`src/core/deil_pkg.sv`:
```
// package: register map, field positions and reset values of the error interrupt block
package deil_pkg;

	localparam logic [7:0] DEIL_OFS_IRQ_CTRL = 8'h00_E0;
	localparam logic [7:0] DEIL_OFS_MASK     = 8'h00_E1;
	localparam logic [7:0] DEIL_OFS_STATUS   = 8'h00_E5;

	localparam int DEIL_BIT_IRQ_EN      = 0;
	localparam int DEIL_BIT_SYNC        = 7;
	localparam int DEIL_BIT_CRC         = 6;
	localparam int DEIL_BIT_UNC_ECC     = 5;
	localparam int DEIL_BIT_COR_ECC     = 4;
	localparam int DEIL_BIT_LLP         = 3;
	localparam int DEIL_BIT_LEADER      = 2;
	localparam int DEIL_BIT_PLL_UNLOCK  = 0;

	// implemented flag positions; bit 1 is reserved and reads zero
	localparam logic [7:0] DEIL_FLAG_BITS     = 8'h00_FD;
	localparam logic [7:0] DEIL_RST_IRQ_CTRL  = 8'h00_00;
	localparam logic [7:0] DEIL_RST_MASK      = 8'h00_00;
	localparam logic [7:0] DEIL_RST_STATUS    = 8'h00_01;

	typedef enum logic [1:0] {
		DEIL_LOCK_IDLE = 2'b01,
		DEIL_LOCK_HELD = 2'b10
	} deil_lock_t;

endpackage : deil_pkg

```
`src/core/deil_evt_if.sv`:
```
// interface: event pulses from the lock watcher into the flag logic
`timescale 1ns/1ps
`default_nettype none
interface deil_evt_if;
	logic unlock_evt;
	logic locked;
	modport src (output unlock_evt, output locked);
	modport dst (input unlock_evt, input locked);
endinterface : deil_evt_if
`default_nettype wire

```
`src/core/deil_lock_watch.sv`:
```
// module: synchronises the pll lock level and pulses on each lock loss
`timescale 1ns/1ps
`default_nettype none
module deil_lock_watch
	import deil_pkg::*;
(
	input  wire logic mclk,
	input  wire logic rst,
	input  wire logic pll_lock,
	deil_evt_if.src   evt
);
	logic       sync1_q;
	logic       sync2_q;
	deil_lock_t st_q;

	always_ff @(posedge mclk) begin
		if (rst) begin
			sync1_q <= 1'b0;
			sync2_q <= 1'b0;
		end else begin
			sync1_q <= pll_lock;
			sync2_q <= sync1_q;
		end
	end

	// one pulse per locked to unlocked transition
	always_ff @(posedge mclk) begin
		if (rst) begin
			st_q           <= DEIL_LOCK_IDLE;
			evt.unlock_evt <= 1'b0;
		end else begin
			evt.unlock_evt <= 1'b0;
			case (st_q)
				DEIL_LOCK_IDLE: begin
					if (sync2_q) begin
						st_q <= DEIL_LOCK_HELD;
					end
				end
				DEIL_LOCK_HELD: begin
					if (!sync2_q) begin
						st_q           <= DEIL_LOCK_IDLE;
						evt.unlock_evt <= 1'b1;
					end
				end
				default: begin
					st_q <= DEIL_LOCK_IDLE;
				end
			endcase
		end
	end

	assign evt.locked = (st_q == DEIL_LOCK_HELD);

endmodule : deil_lock_watch
`default_nettype wire

```
`src/core/deil_top.sv`:
```
// module: error flags, masks and interrupt pin of the video bridge receiver
//
// Our own choice: the strobed register port.
`timescale 1ns/1ps
`default_nettype none
module deil_top
	import deil_pkg::*;
(
	input  wire logic       mclk,
	input  wire logic       rst,
	input  wire logic [7:0] reg_addr,
	input  wire logic [7:0] reg_wdata,
	input  wire logic       reg_wr,
	input  wire logic       reg_rd,
	output logic      [7:0] reg_rdata,
	input  wire logic       sync_packet_error,
	input  wire logic       payload_checksum_error,
	input  wire logic       header_uncorrectable,
	input  wire logic       header_corrected,
	input  wire logic       low_level_protocol,
	input  wire logic       leader_sequence_bit,
	input  wire logic       pll_lock,
	output logic            irq_o,
	output logic            irq_oe,
	output logic            irq_level
);
	import deil_pkg::*;

	logic [7:0] ctrl_q;
	logic [7:0] mask_q;
	logic [7:0] status_q;
	logic [7:0] status_d;
	logic [7:0] set_vec;
	logic [7:0] clr_vec;
	logic [5:0] err_s1_q;
	logic [5:0] err_s2_q;
	logic       irq_d;

	deil_evt_if evt ();

	deil_lock_watch u_lock (
		.mclk     (mclk),
		.rst      (rst),
		.pll_lock (pll_lock),
		.evt      (evt)
	);

	// error strobes come from the packet processor on its own clock
	always_ff @(posedge mclk) begin
		if (rst) begin
			err_s1_q <= 6'h00;
			err_s2_q <= 6'h00;
		end else begin
			err_s1_q <= {sync_packet_error, payload_checksum_error, header_uncorrectable,
				header_corrected, low_level_protocol, leader_sequence_bit};
			err_s2_q <= err_s1_q;
		end
	end

	// no gating by restart or video state, so restart-time errors still latch
	always_comb begin
		set_vec                     = 8'h00;
		set_vec[DEIL_BIT_SYNC]      = err_s2_q[5];
		set_vec[DEIL_BIT_CRC]       = err_s2_q[4];
		set_vec[DEIL_BIT_UNC_ECC]   = err_s2_q[3];
		set_vec[DEIL_BIT_COR_ECC]   = err_s2_q[2];
		set_vec[DEIL_BIT_LLP]       = err_s2_q[1];
		set_vec[DEIL_BIT_LEADER]    = err_s2_q[0];
		set_vec[DEIL_BIT_PLL_UNLOCK] = evt.unlock_evt;
	end

	always_comb begin
		clr_vec = 8'h00;
		if (reg_wr && reg_addr == DEIL_OFS_STATUS) begin
			clr_vec = reg_wdata;
		end
		status_d = ((status_q & ~clr_vec) | set_vec) & DEIL_FLAG_BITS;
	end

	always_ff @(posedge mclk) begin
		if (rst) begin
			status_q <= DEIL_RST_STATUS;
		end else begin
			status_q <= status_d;
		end
	end

	always_ff @(posedge mclk) begin
		if (rst) begin
			ctrl_q <= DEIL_RST_IRQ_CTRL;
			mask_q <= DEIL_RST_MASK;
		end else if (reg_wr) begin
			if (reg_addr == DEIL_OFS_IRQ_CTRL) begin
				ctrl_q <= reg_wdata & 8'h00_01;
			end else if (reg_addr == DEIL_OFS_MASK) begin
				mask_q <= reg_wdata & DEIL_FLAG_BITS;
			end
		end
	end

	// read data is one cycle after the strobe, zero otherwise and for holes
	always_ff @(posedge mclk) begin
		if (rst) begin
			reg_rdata <= 8'h00;
		end else if (reg_rd) begin
			if (reg_addr == DEIL_OFS_IRQ_CTRL) begin
				reg_rdata <= ctrl_q;
			end else if (reg_addr == DEIL_OFS_MASK) begin
				reg_rdata <= mask_q;
			end else if (reg_addr == DEIL_OFS_STATUS) begin
				reg_rdata <= status_q;
			end else begin
				reg_rdata <= 8'h00;
			end
		end else begin
			reg_rdata <= 8'h00;
		end
	end

	// evaluated from registered state so the pin lags a flag change by one cycle
	assign irq_d = |(status_q & mask_q);

	always_ff @(posedge mclk) begin
		if (rst) begin
			irq_o     <= 1'b0;
			irq_oe    <= 1'b0;
			irq_level <= 1'b0;
		end else begin
			irq_level <= irq_d;
			irq_o     <= irq_d & ctrl_q[DEIL_BIT_IRQ_EN];
			irq_oe    <= ctrl_q[DEIL_BIT_IRQ_EN];
		end
	end
endmodule : deil_top
`default_nettype wire

```
`config.mk`:
```
export PLATFORM = sky130hd
export DESIGN_NAME = deil_top
export DESIGN_NICKNAME = d
export VERILOG_FILES = /design/src/core/deil_pkg.sv /design/src/core/deil_evt_if.sv /design/src/core/deil_lock_watch.sv /design/src/core/deil_top.sv
export SDC_FILE = /design/constraint.sdc
export NUM_CORES = 1
export LEC_CHECK = 0
export BUFFER_PORTS_ARGS = -buffer_cell sky130_fd_sc_hd__buf_2
export CELL_PAD_IN_SITES_DETAIL_PLACEMENT = 1
export CELL_PAD_IN_SITES_GLOBAL_PLACEMENT = 2
export CORE_MARGIN = 1.5
export CORE_UTILIZATION = 34
export CTS_CLUSTER_SIZE = 20
export DETAILED_ROUTE_END_ITERATION = 16
export GPL_TIMING_DRIVEN = 1
export PLACE_DENSITY = 0.8
export SLEW_MARGIN = 20
export SYNTH_ARGS = -nofsm -noshare
export SYNTH_HDL_FRONTEND = slang
export SYNTH_SLANG_ARGS = --single-unit
```
`constraint.sdc`:
```
create_clock -name mclk -period 3.5 [get_ports mclk]
set_clock_uncertainty 0.1 [all_clocks]
set_input_delay 1.05 -clock mclk [delete_from_list [all_inputs] [get_ports mclk]]
set_output_delay 1.05 -clock mclk [all_outputs]
set_load 0.02 [all_outputs]
```
Word-level counts from Yosys, hierarchy flattened
Index checks and enable logic that the tools add are counted.
{"block": "op_classes", "n_eq_ne": 7, "n_reduce_logical": 9, "bitwise": 9, "muxes": 8}
{"operator": "$eq A8 B8 Y1 const B", "n": 3}
{"operator": "$mux W8", "n": 3}
{"operator": "$and A8 B8 Y8", "n": 2}
{"operator": "$not A8 Y8", "n": 1}
{"operator": "$or A8 B8 Y8", "n": 1}
{"operator": "$reduce_or A8 Y1", "n": 1}
{"operator": "$reduce_or A5 Y1", "n": 1}
{"operator": "$mux W2", "n": 2}
{"operator": "$not A1 Y1", "n": 4}
{"operator": "$pmux W2 S2", "n": 1}
{"operator": "$reduce_and A2 Y1", "n": 2}
{"operator": "$reduce_or A2 Y1", "n": 2}
{"operator": "$reduce_and A3 Y1", "n": 1}
{"operator": "$reduce_or A3 Y1", "n": 1}
{"operator": "$eq A2 B1 Y1 const B", "n": 1}
{"operator": "$eq A2 B2 Y1 const B", "n": 1}
{"operator": "$mux W1", "n": 2}
{"operator": "$ne A2 B1 Y1 const B", "n": 1}
{"operator": "$ne A2 B2 Y1 const B", "n": 1}
{"operator": "$and A1 B1 Y1", "n": 1}
{"operator": "$logic_and A1 B1 Y1", "n": 1}
{"block": "word_totals", "in_bits": 27, "ff_bits": 44, "output_inout_bits": 11}

Longest topological paths before layout
Gate-level depths: netlist (run 1).
{"block": "logic_depth", "word_depth": 6, "depth_mapped": 4, "depth_no_buf": 3}

Hierarchy
From an unflattened synthesis (run 1), not the netlist that was laid out.
{"block": "hier_totals", "cells_unflattened": 153, "hier_area_um2": 1601.5}
{"mod": "deil_top", "cells_each": 141, "seq_area_each_um2": 740.7, "area_per_inst_um2": 1447.6, "n_inst": 1}
{"mod": "deil_lock_watch", "cells_each": 12, "seq_area_each_um2": 100.1, "area_per_inst_um2": 153.9, "n_inst": 1}

Worst setup path after synthesis (run 1)
OpenSTA, ideal clock, no wires.
{"block": "synth_timing", "path_type": "input-to-reg", "from": "input port reg_addr[3]", "to": "register status_q[6]", "setup_time_ps": 133, "stages": 4, "setup_slack_ps": 1532, "arrival_ps": 1735, "required_time_ps": 3267, "n_path_buf": 1, "path_cell_list": "nand4bb_1 > buf_4 > nor3_4 > a311oi_1"}
{"block": "synth_via", "elab_chain_cells": 6}
{"element": "from (decl)", "line_no": "deil_top.sv:11", "source": "input wire logic [7:0] reg_addr,"}
{"element": "$eq A8 B8 Y1", "line_no": "deil_top.sv:74", "source": "if (reg_wr && reg_addr == DEIL_OFS_STATUS) begin"}
{"element": "$logic_and A1 B1 Y1", "line_no": "deil_top.sv:74"}
{"element": "$mux W8", "line_no": "deil_top.sv:74"}
{"element": "$not A8 Y8", "line_no": "deil_top.sv:77", "source": "status_d = ((status_q & ~clr_vec) | set_vec) & DEIL_FLAG_BITS;"}
{"element": "$and A8 B8 Y8", "line_no": "deil_top.sv:77"}
{"element": "$or A8 B8 Y8", "line_no": "deil_top.sv:77"}
{"element": "to (signal assigned)", "line_no": "deil_top.sv:84", "source": "status_q <= status_d;"}
{"element": "to (decl)", "line_no": "deil_top.sv:31", "source": "logic [7:0] status_q;"}
Every way passes these cells.
A chain may end at the register's enable or synchronous reset.

Final worst setup path (run 1)
{"block": "layout_timing", "from": "input port reg_addr[3]", "to": "register status_q[3]"}
Same word-level chain as after synthesis.

==> summary.md, run 1 <==
| Metric | Value |
|---|---|
| Status | `finished, final reports clean` |
| Crit path cell chain | `buf_2 -> nand4bb_1 -> nor3_4 -> a311oi_1` |
| Area of the mapped netlist | `1550 um2` |
| Buffers on Ports | `35` |
| Final WS setup | `1.16 ns` |
| Register bit total from synthesis | `42` |
| Worst Path Arrival | `2.39 ns` |
| Yosys cell types | `32` |
| Syn avg cell area | `10.4 um2` |
| Slew @ Worst Pin | `0.723 ns` |
| Post-CTS sizing | `0` |
| Die Span Y | `70.6 um` |
| Synth Warn # | `0` |
| Hold crit path type | `reg2reg` |
| Nets | `209` |
| Die width | `70.6 um` |
| Util after Layout | `0.416` |
| Max frequency | `427 MHz` |
| DP HPWL | `2.56 mm` |
| Placement Setup Slack | `0.875 ns` |
| Pre-antenna DRT Iters | `4` |
| Detailed-routed wire length on met3 | `189 um` |
| Vias per cell | `5.07` |
| Met2 Wirelength | `1.84 mm` |
| H-Tree Depth | `2` |
| Clk pin slew, worst setup/hold paths | `0.07 ns` |
| Area share of the largest cell type after synthesis | `0.541` |
| Synth area leader | `dfxtp_1` |
| Via count | `1191` |
| Endpoints failing setup | `0` |
| Crit Path Class | `in2reg` |
| RePlAce Congestion | `0.831` |
| Synth-to-layout area growth | `17.5%` |
| Initial antenna violation count | `0` |
| Sink Count | `42` |
| RSZ-0062 raised after global routing | `false` |
| Largest net degree at the start of global routing | `36` |
| Final Hold Viols | `0` |
| Sequential fraction of the synthesis area | `0.541` |
| ANT nets after route | `0` |
| Share of cells above drive strength 1 | `0.257` |
| Final wirelength | `3.48 mm` |
| First-pass GRT wire length | `5.72 mm` |
| N_diodes | `0` |
| Tcrit/Tclk final | `0.668` |
| Io pins | `38` |
| GRT overflow | `0` |
| Routed wire per std cell | `14.8 um` |
| Max cap viols | `0` |
| Slowest stage delay, CP | `0.54 ns` |
| PwrDens | `476 nW/um2` |
| LEAKAGE | `0.750 nW` |
| Clock Root Buffer | `clkbuf_8` |
| # DRC | `0` |
| Crit path max fanout | `9` |
| CTS tree | `yes` |
| Final Max Tran Viols | `0` |
| GRT Util Overall | `0.148` |
| Post-CTS Hold Fix Bufs | `0` |
| Initial Util | `0.354` |
| Initial DRC Count | `37` |
| Post-Synthesis Cells | `150` |
| Worst vdd ir | `0.000196 V` |
| Setup TNS | `0 ns` |
| Metal-1 WL | `1.42 mm` |
| Critical Path End Type | `register` |
| Vias in the first global route | `1245` |
| Setup Fix Bufs, Post-CTS | `0` |
| Die area | `4980 um2` |
| CP max-delay cell | `nor3_4` |
| Slew headroom | `0.517` |
| Startpoint Class | `input port` |
| Syn_nets | `177` |
| Minimum clock period | `2.34 ns` |
| Top Metal Used | `met4` |
| Worst EP required | `3.55 ns` |
| Num rows | `24` |
| Cts bufs inserted | `5` |
| Largest cells by area after synthesis | `dfxtp_1 (54%), nor2b_1 (6.4%), mux2i_1 (4.5%), nor2_1 (3.9%), o31ai_1 (3.4%)` |
| Core area | `4380 um2` |
| Max Buffers Root-to-Sink | `2` |
| Worst-Skew Late Latency | `0.29 ns` |
through the flow:
stage	area, um2	hold WS (ns)	instances	power (W)
floorplan	1550	0.302	150	0.000541
global route	1820	0.364	235	0.000913
detailed placement	1730	0.330	227	0.000564
global placement	1730	0.312	227	0.000560
finish	1820	0.346	235	0.000868
CTS	1820	0.349	235	0.000883
Yosys cell counts:
cell / instances
nor2b_1: 16
a22oi_1: 3
nor3_4: 1
mux2_1: 1
nor4b_2: 1
inv_1: 8
conb_1: 1
nor4b_1: 1
and4bb_2: 1
nand3b_2: 1
buf_6: 1
buf_2: 3
a311oi_1: 6
a222oi_1: 1
nand3_1: 1
nand4bb_1: 1
nand3b_1: 1
nand2b_1: 3
xor2_1: 1
nor3_1: 1
dfxtp_1: 42
nor2_1: 16
nand4_2: 1
o31ai_1: 7
clkbuf_1: 3
a31oi_1: 1
and3_1: 1
and3b_1: 1
mux2i_1: 7
nand4_1: 8
a21oi_1: 7
buf_4: 3
layout make-up:
class	instances	area [um2]
Tap cell	52	65.1
Multi-Input combinational cell	90	622
Clock buffer	7	86.3
Fill cell	512	2560
Timing Repair Buffer	35	175
Sequential cell	42	841
Clock inverter	1	5.00
Inverter	8	30.0
report_power, final:
part           internal, W  leakage (nW)  switching (W)  total (W)
logic            0.0000247         0.359      0.0000322  0.0000568
registers         0.000490         0.342     0.00000634   0.000496
clock network     0.000159        0.0482       0.000156   0.000315
total             0.000673         0.750       0.000195   0.000868
cell usage in the layout, fill, tap and decap left out, types with 7 or more instances in the layout:
master / n
inv_1: 8
o31ai_1: 7
nand4_1: 8
dfxtp_1: 42
nor2b_1: 16
a21oi_1: 7
mux2i_1: 7
buf_2: 35
nor2_1: 16
logic make-up (layout without fill, tap and decap cells):
kind of cell,after synthesis,in the layout,share of synthesized area
buffers and inverters,18,51,0.0580
muxes,8,8,0.0524
and+or+nand+nor,55,55,0.225
DFF,42,42,0.542
other,1,1,0.00242
AOI/OAI and AO/OA,25,25,0.115
xor gates and xnor gates,1,1,0.00564
state kept, by name, indices dropped and copies added, names as in the netlist:
name,flops
ctrl_q,1
err_s1_q,6
err_s2_q,6
irq_level,1
irq_o,1
irq_oe,1
mask_q,7
reg_rdata,7
status_q,7
u_lock.evt.unlock_evt,1
u_lock.st_q,2
u_lock.sync1_q,1
u_lock.sync2_q,1
critical path: cells and delay by family:
family / cells / cell delay, ns
buf+inv: 1 / 0.10
compound gates: 1 / 0.16
simple gates: 2 / 1.07
final timing paths:
kind,from,to,slack (ns),cells past startpoint
max,reg_addr[3],status_q[3],1.16,4
min,err_s1_q[1],err_s2_q[1],0.35,1
max reg2reg,status_q[5],irq_level,2.32,3
min reg2reg,err_s1_q[1],err_s2_q[1],0.35,1
layer usage:
layer,vias up,global-route usage
li1,589,-
met1,571,0.160
met2,27,0.275
met3,4,0.0499
met4,0,0.0440
met5,-,0
(Power assumes the default switching activity.)
==> run 2: changes to the inputs <==
--- a/config.mk
+++ b/config.mk
@@ -9,11 +9,11 @@
 export CELL_PAD_IN_SITES_DETAIL_PLACEMENT = 1
 export CELL_PAD_IN_SITES_GLOBAL_PLACEMENT = 2
 export CORE_MARGIN = 1.5
-export CORE_UTILIZATION = 34
+export CORE_UTILIZATION = 29
 export CTS_CLUSTER_SIZE = 20
 export DETAILED_ROUTE_END_ITERATION = 16
 export GPL_TIMING_DRIVEN = 1
-export PLACE_DENSITY = 0.8
+export PLACE_DENSITY = 0.73
 export SLEW_MARGIN = 20
 export SYNTH_ARGS = -nofsm -noshare
 export SYNTH_HDL_FRONTEND = slang
==> constraint.sdc (replaced) <==
create_clock -name mclk -period 2.12 [get_ports mclk]
set_clock_uncertainty 0.1 [all_clocks]
set_input_delay 0.636 -clock mclk [delete_from_list [all_inputs] [get_ports mclk]]
set_output_delay 0.636 -clock mclk [all_outputs]
set_load 0.02 [all_outputs]
==> run 2 against run 1 <==
Net effect:
- sequential cell count is the same
- final cell count grew 9.4%
- non-clock buffer count grew 4
==> summary.md, run 2 (same netlist as run 1, synthesis figures left out) <==
| Metric | Value |
|---|---|
| Die Span Y | `76.2 um (was 70.6 um)` |
| N_diodes | `0 (unchanged)` |
| CP startpoint | `reg_addr[3] (unchanged)` |
| Clk pin slew, worst setup/hold paths | `0.08 ns (was 0.07 ns)` |
| Reg2Reg Launch Point | `status_q[5] (unchanged)` |
| Layout filler cell count | `607 (was 512)` |
| Die width | `76.2 um (was 70.6 um)` |
| Minimum clock period | `1.52 ns` |
| Sink Count | `42 (unchanged)` |
| Initial DRC Count | `61 (was 37)` |
| Post-CTS sizing | `0 (unchanged)` |
| WHS | `0.339 ns (was 0.346 ns)` |
| Worst-Skew Late Latency | `0.29 ns (about the same)` |
| RePlAce Congestion | `0.834 (was 0.831)` |
| Initial Util | `0.302 (was 0.354)` |
| Levels on crit path | `5 (was 4)` |
| Critical Path End Type | `register (unchanged)` |
| CTS tree | `yes (unchanged)` |
| DP HPWL | `2.59 mm (was 2.56 mm)` |
| Final WS setup | `0.603 ns (was 1.16 ns)` |
| Status | `finished, final reports clean (unchanged)` |
| Crit Path Class | `in2reg (unchanged)` |
| RSZ-0062 raised after global routing | `false (unchanged)` |
| Util after Layout | `0.374 (was 0.416)` |
| Worst EP required | `2.19 ns (was 3.55 ns)` |
| Max Buffers Root-to-Sink | `2 (unchanged)` |
| Startpoint Class | `input port (unchanged)` |
| CP bufs+invs | `2 (was 1)` |
| GR peak layer | `met2 (unchanged)` |
| GRT Util Overall | `0.132 (was 0.148)` |
| Synth-to-layout area growth | `23.9% (was 17.5%)` |
| Clock Root Buffer | `clkbuf_8 (unchanged)` |
| GR Layer Usage met3 | `0.0455 (was 0.0499)` |
| Hold crit path type | `reg2reg (unchanged)` |
| Endpoints failing setup | `0 (unchanged)` |
| Logic pwr share | `0.059 (was 0.065)` |
| Core area | `5140 um2 (was 4380 um2)` |
| Met1 Use GR | `0.158 (was 0.160)` |
| Worst Reg-to-Reg Cells | `3 (unchanged)` |
| Clk network pwr share | `0.450 (was 0.363)` |
| Nets | `213 (was 209)` |
| Share of cells above drive strength 1 | `0.278 (was 0.257)` |
| M2 GR Usage | `0.214 (was 0.275)` |
| PwrDens | `867 nW/um2 (was 476 nW/um2)` |
| Sw frac | `0.206 (was 0.224)` |
| Final Hold Viols | `0 (unchanged)` |
| Max frequency | `659 MHz` |
| Placement Setup Slack | `0.284 ns (was 0.875 ns)` |
| Worst Setup EP | `status_q[3] (unchanged)` |
| FF-to-FF setup slack | `0.95 ns (was 2.32 ns)` |
| Buffers on Ports | `35 (unchanged)` |
| Crit path cell chain | `buf_2 -> nand4bb_1 -> buf_4 -> nor3_4 -> a311oi_1 (was buf_2 -> nand4bb_1 -> nor3_4 -> a311oi_1)` |
| Largest net degree at the start of global routing | `22 (was 36)` |
| Max cap viols | `0 (unchanged)` |
| Crit path max fanout | `9 (unchanged)` |
| Num rows | `26 (was 24)` |
| LEAKAGE | `0.789 nW (was 0.750 nW)` |
| Design Area, Final | `1920 um2 (was 1820 um2)` |
| Routed wire per std cell | `13.6 um (was 14.8 um)` |
| ANT nets after route | `0 (unchanged)` |
| Initial antenna violation count | `0 (unchanged)` |
| # DRC | `0 (unchanged)` |
| GRT overflow | `0 (unchanged)` |
| Biggest regs | `mask_q: 7 flops, reg_rdata: 7 flops, status_q: 7 flops (unchanged)` |
| Commonest non-fill, non-tap cells in the layout | `dfxtp_1 (42), buf_2 (35), nor2b_1 (16), nor2_1 (16) (unchanged)` |
| Final wirelength | `3.49 mm (was 3.48 mm)` |
| Seq pwr share | `0.491 (was 0.572)` |
| Vias per cell | `4.64 (was 5.07)` |
| H-Tree Depth | `2 (unchanged)` |
| Die area | `5800 um2 (was 4980 um2)` |
| Most common cell after layout, fill and taps aside | `dfxtp_1 (unchanged)` |
| Setup Fix Bufs, Post-CTS | `0 (unchanged)` |
| Tcrit/Tclk final | `0.715` |
| Cell Area, Placed | `1790 um2 (was 1730 um2)` |
| Family with the most delay on the worst path | `simple AND/OR/NAND/NOR gates (unchanged)` |
| Net switching power | `0.000343 W (was 0.000195 W)` |
| Vias in the first global route | `1235 (was 1245)` |
| Via count | `1192 (was 1191)` |
| RR Endpoint | `irq_level (unchanged)` |
| Cts bufs inserted | `5 (unchanged)` |
| Worst Path Arrival | `1.58 ns (was 2.39 ns)` |
| Io pins | `38 (unchanged)` |
| Slowest stage delay, CP | `0.34 ns (was 0.54 ns)` |
| Final Max Tran Viols | `0 (unchanged)` |
| Pre-antenna DRT Iters | `4 (unchanged)` |
| Setup TNS | `0 ns (unchanged)` |
| Internal power | `0.00132 W (was 0.000673 W)` |
| First-pass GRT wire length | `6.02 mm (was 5.72 mm)` |
| Worst vdd ir | `0.000433 V (was 0.000196 V)` |
| CP max-delay cell | `nor3_4 (unchanged)` |
| Post-CTS Hold Fix Bufs | `0 (unchanged)` |
==> run 2: cell count changes in the layout (fill, tap and decap cells not counted), sizes merged <==
cell and change:
clkbuf -2, bufinv +2, buf +4
==> run 2: worst min path at each step <==
| stage | start | endpoint | slack (ns) | cells past startpoint |
|---|---|---|---|---|
| 2_1_floorplan | u_lock.sync2_q | u_lock.evt.unlock_evt | 0.30 | 1 |
| 3_3_place_gp | u_lock.sync2_q | u_lock.st_q[0] | 0.32 | 1 |
| 3_5_place_dp | err_s1_q[5] | err_s2_q[5] | 0.32 | 1 |
| 4_1_cts | u_lock.sync2_q | u_lock.evt.unlock_evt | 0.34 | 1 |
| 5_1_grt | u_lock.sync1_q | u_lock.sync2_q | 0.37 | 1 |
| 6_report | u_lock.sync2_q | u_lock.evt.unlock_evt | 0.34 | 1 |
==> run 2: final cells by class <==
class	instances	area, um2	share of cell area
clock buffer	5	68.8	0.0358
clock inverter	3	68.8	0.0358
inverter	8	30.0	0.0156
multi-input combinational	90	622	0.323
sequential	42	841	0.437
tap	70	87.6	0.0455
timing repair buffer	39	205	0.107
==> run 2: metal layers <==
layer	vias up	wire length (um)	share of wire
li1	594	-	-
met1	562	1520	0.44
met2	28	1720	0.49
met3	8	165	0.047
met4	0	81	0.023
met5	-	0	0
==> run 2: stage by stage <==
step / total power [W] / instances
floorplan: 0.000893 / 150
CTS: 0.00169 / 257
detailed placement: 0.000936 / 249
global route: 0.00174 / 257
global placement: 0.000931 / 249
finish: 0.00167 / 257
==> run 2: power groups by stage <==
stage                     clock network, W   logic, W  registers (W)
after CTS                         0.000776  0.0000998       0.000818
after global placement                   0  0.0000952       0.000836
final                             0.000751  0.0000987       0.000818
after detailed placement                 0  0.0000991       0.000837
after global routing              0.000810   0.000109       0.000821
after floorplan                          0  0.0000598       0.000834
==> run 2: worst register-to-register path, stage by stage (launching register included) <==
cell,delay (ns)
dfxtp_1,0.35
a222oi_1,0.32
and3_1,0.24
nor2_1,0.05
==> run 3: changes to the inputs <==
--- a/config.mk
+++ b/config.mk
@@ -5,11 +5,12 @@
 export SDC_FILE = /design/constraint.sdc
 export NUM_CORES = 1
 export LEC_CHECK = 0
+export ABC_AREA = 1
 export BUFFER_PORTS_ARGS = -buffer_cell sky130_fd_sc_hd__buf_2
 export CELL_PAD_IN_SITES_DETAIL_PLACEMENT = 1
 export CELL_PAD_IN_SITES_GLOBAL_PLACEMENT = 2
 export CORE_MARGIN = 1.5
-export CORE_UTILIZATION = 29
+export CORE_UTILIZATION = 27
 export CTS_CLUSTER_SIZE = 20
 export DETAILED_ROUTE_END_ITERATION = 16
 export GPL_TIMING_DRIVEN = 1
==> constraint.sdc (replaced) <==
create_clock -name mclk -period 1.3 [get_ports mclk]
set_clock_uncertainty 0.1 [all_clocks]
set_input_delay 0.39 -clock mclk [delete_from_list [all_inputs] [get_ports mclk]]
set_output_delay 0.39 -clock mclk [all_outputs]
set_load 0.02 [all_outputs]
==> run 3 against run 2 <==
Net effect:
- global-route usage decreased by 1.0 points
- core utilization shrank 0.73 points
- sequential cell count did not move
- combinational power increased by 84%
- worst hold slack got worse by 0.14 ns
- sequential power rose by 63%
- register-to-register slack lost 0.69 ns
- setup slack worse by 0.55 ns
- synthesized cell count grew 39%
- largest cell class unchanged
- largest power group unchanged
==> summary.md, run 3 <==
| Metric | Value |
|---|---|
| Final wirelength | `3.53 mm (was 3.49 mm)` |
| Share of cells above drive strength 1 | `0.336 (was 0.278)` |
| Yosys cell types | `21 (was 32)` |
| Worst vdd ir | `0.000571 V (was 0.000433 V)` |
| Post-Synthesis Cells | `209 (was 150)` |
| Area of the mapped netlist | `1660 um2 (was 1550 um2)` |
| Endpoints failing setup | `0 (unchanged)` |
| ANT nets after route | `0 (unchanged)` |
| Syn_nets | `236 (was 177)` |
| Die width | `81.3 um (was 76.2 um)` |
| Max cap viols | `0 (unchanged)` |
| Sequential fraction of the synthesis area | `0.508 (was 0.541)` |
| Crit path cell chain | `buf_2 (was buf_2 -> nand4bb_1 -> buf_4 -> nor3_4 -> a311oi_1)` |
| GRT overflow | `0 (unchanged)` |
| Routed wire per std cell | `10.5 um (was 13.6 um)` |
| Area share of the largest cell type after synthesis | `0.508 (was 0.541)` |
| H-Tree Depth | `2 (unchanged)` |
| Num rows | `28 (was 26)` |
| Biggest regs | `mask_q: 7 flops, reg_rdata: 7 flops, status_q: 7 flops (unchanged)` |
| Vias in the first global route | `1359 (was 1235)` |
| Initial DRC Count | `20 (was 61)` |
| Nets | `288 (was 213)` |
| Startpoint Class | `register (was input port)` |
| Critical Path End Type | `output pin (was register)` |
| Max frequency | `805 MHz` |
| Die area | `6610 um2 (was 5800 um2)` |
| Crit Path Class | `reg2out (was in2reg)` |
| Crit path max fanout | `1 (was 9)` |
| Cell Area, Placed | `2030 um2 (was 1790 um2)` |
| Io pins | `38 (unchanged)` |
| Worst EP required | `0.81 ns (was 2.19 ns)` |
| RePlAce Congestion | `0.731 (was 0.834)` |
| Design Area, Final | `2170 um2 (was 1920 um2)` |
| CP max-delay cell | `dfxtp_1 (was nor3_4)` |
| Buffers on Ports | `35 (unchanged)` |
| Cts bufs inserted | `5 (unchanged)` |
| Synth-to-layout area growth | `31.1% (was 23.9%)` |
| Initial antenna violation count | `0 (unchanged)` |
| Synth Warn # | `0 (unchanged)` |
| EDFF count, synth | `0 (unchanged)` |
| Pre-antenna DRT Iters | `2 (was 4)` |
| Ys async rst share | `0 (unchanged)` |
| GRT Util Overall | `0.122 (was 0.132)` |
| CTS tree | `yes (unchanged)` |
| N_diodes | `0 (unchanged)` |
| Count leader, synth | `nand2_1 (was dfxtp_1)` |
| Largest net degree at the start of global routing | `25 (was 22)` |
| Die Span Y | `81.3 um (was 76.2 um)` |
| Most common cell after layout, fill and taps aside | `nand2_1 (was dfxtp_1)` |
| Worst Path Arrival | `0.75 ns (was 1.58 ns)` |
| Max Buffers Root-to-Sink | `2 (unchanged)` |
| CP bufs+invs | `1 (was 2)` |
| First-pass GRT wire length | `5.96 mm (was 6.02 mm)` |
| Clock Root Buffer | `clkbuf_8 (unchanged)` |
| Sink Count | `42 (unchanged)` |
| Family with the most delay on the worst path | `flip-flops (was simple AND/OR/NAND/NOR gates)` |
| Commonest non-fill, non-tap cells in the layout | `nand2_1 (47), dfxtp_1 (42), buf_2 (35) (was dfxtp_1 (42), buf_2 (35), nor2b_1 (16), nor2_1 (16))` |
| LEAKAGE | `0.980 nW (was 0.789 nW)` |
| Initial Util | `0.280 (was 0.302)` |
| Synth area leader | `dfxtp_1 (unchanged)` |
| Largest cells by area after synthesis | `dfxtp_1 (51%), nand2_1 (11%), inv_1 (6.6%), nor2_2 (6.0%), nor2_1 (4.3%) (was dfxtp_1 (54%), nor2b_1 (6.4%), mux2i_1 (4.5%), nor2_1 (3.9%), o31ai_1 (3.4%))` |
| Via count | `1361 (was 1192)` |
| Syn avg cell area | `7.93 um2 (was 10.4 um2)` |
| Post-CTS Hold Fix Bufs | `0 (unchanged)` |
| Final Hold Viols | `0 (unchanged)` |
| Tcrit/Tclk final | `0.956` |
| Slowest stage delay, CP | `0.31 ns (was 0.34 ns)` |
| Minimum clock period | `1.24 ns` |
| WHS | `0.195 ns (was 0.339 ns)` |
| Worst-Skew Late Latency | `0.29 ns (about the same)` |
| DP HPWL | `2.69 mm (was 2.59 mm)` |
| Synth Flop Type | `dfxtp_1 (unchanged)` |
| Status | `finished, final reports clean (unchanged)` |
| PwrDens | `1170 nW/um2 (was 867 nW/um2)` |
| Final Max Tran Viols | `0 (unchanged)` |
| Clk pin slew, worst setup/hold paths | `0.08 ns (about the same)` |
| # DRC | `0 (unchanged)` |
| Hold crit path type | `in2reg (was reg2reg)` |
| Core area | `5920 um2 (was 5140 um2)` |
| Register bit total from synthesis | `42 (unchanged)` |
| Synth cell count leaders | `nand2_1 (47), dfxtp_1 (42), inv_1 (29), nor2_1 (19), nor2_2 (16) (was dfxtp_1 (42), nor2_1 (16), nor2b_1 (16), inv_1 (8), nand4_1 (8))` |
| Vias per cell | `4.04 (was 4.64)` |
==> run 3: changes by cell type in the layout (fill, tap and decap cells not counted), sizes merged, moves of 4 or more <==
cell,delta
buf,+15
nand3,+7
o31ai,-7
nand2,+47
a311oi,-6
nor2b,-16
nand3b,+4
mux2i,-7
inv,+23
a21oi,+7
nor2,+22
==> run 3: stage by stage <==
stage	cells	utilization	setup TNS (ns)	worst slack (ns)	power, W
after global routing	337	0.367	-0.0242	-0.0126	0.00265
after detailed placement	326	0.343	-3.97	-0.270	0.00155
final	337	0.367	0	0.0570	0.00254
after CTS	334	0.362	0	0.0375	0.00256
after floorplan	209	-	-0.0667	-0.00953	0.00145
after global placement	326	0.343	-3.95	-0.259	0.00154
==> run 3: path summary, 6_finish.rpt <==
| path | start | endpoint | slack [ns] | cells after the start |
|---|---|---|---|---|
| worst max-delay path | reg_rdata[3] | reg_rdata[3] | 0.06 | 1 |
| worst min-delay path | sync_packet_error | err_s1_q[5] | 0.19 | 3 |
| worst max register to register | status_q[6] | irq_o | 0.26 | 6 |
| worst min register to register | err_s1_q[4] | err_s2_q[4] | 0.30 | 2 |
==> run 3: metal layers <==
layer	part of all wire	wire [um]	global-route usage
met1	0.47	1660	0.138
met5	0	0	0
met4	0.014	50	0.0517
met2	0.48	1680	0.211
met3	0.039	137	0.0348
==> run 3: report_power, final <==
part	switching [W]	total (W)	internal (W)	leakage, nW
logic	0.0000959	0.000182	0.0000861	0.586
registers	0.0000160	0.00133	0.00132	0.342
clock network	0.000447	0.00102	0.000573	0.0514
==> run 3: what timing repair did <==
| action | in CTS | in global routing |
|---|---|---|
| setup endpoints to repair | 0 | 14 |
| setup buffers | 0 | 3 |
| resized for setup | 0 | 2 |
==> run 3: cells by family (layout without fill, tap and decap cells) <==
group                  after synthesis  in the layout  share of synthesized area
buffers and inverters               40             93                      0.105
XOR/XNOR                             1              1                    0.00529
AO/OA/AOI/OAI                       15             15                     0.0536
flip-flops                          42             42                      0.508
other                                1              1                    0.00226
AND/OR/NAND/NOR                    110            110                      0.326
==> run 3: layout make-up <==
| type | instances | area [um2] |
|---|---|---|
| clock buffer | 6 | 72.6 |
| clock inverter | 2 | 37.5 |
| timing repair buffer | 54 | 359 |
| tap | 75 | 93.8 |
| multi-input combinational | 127 | 652 |
| inverter | 31 | 116 |
| sequential | 42 | 841 |
| fill | 739 | 3750 |
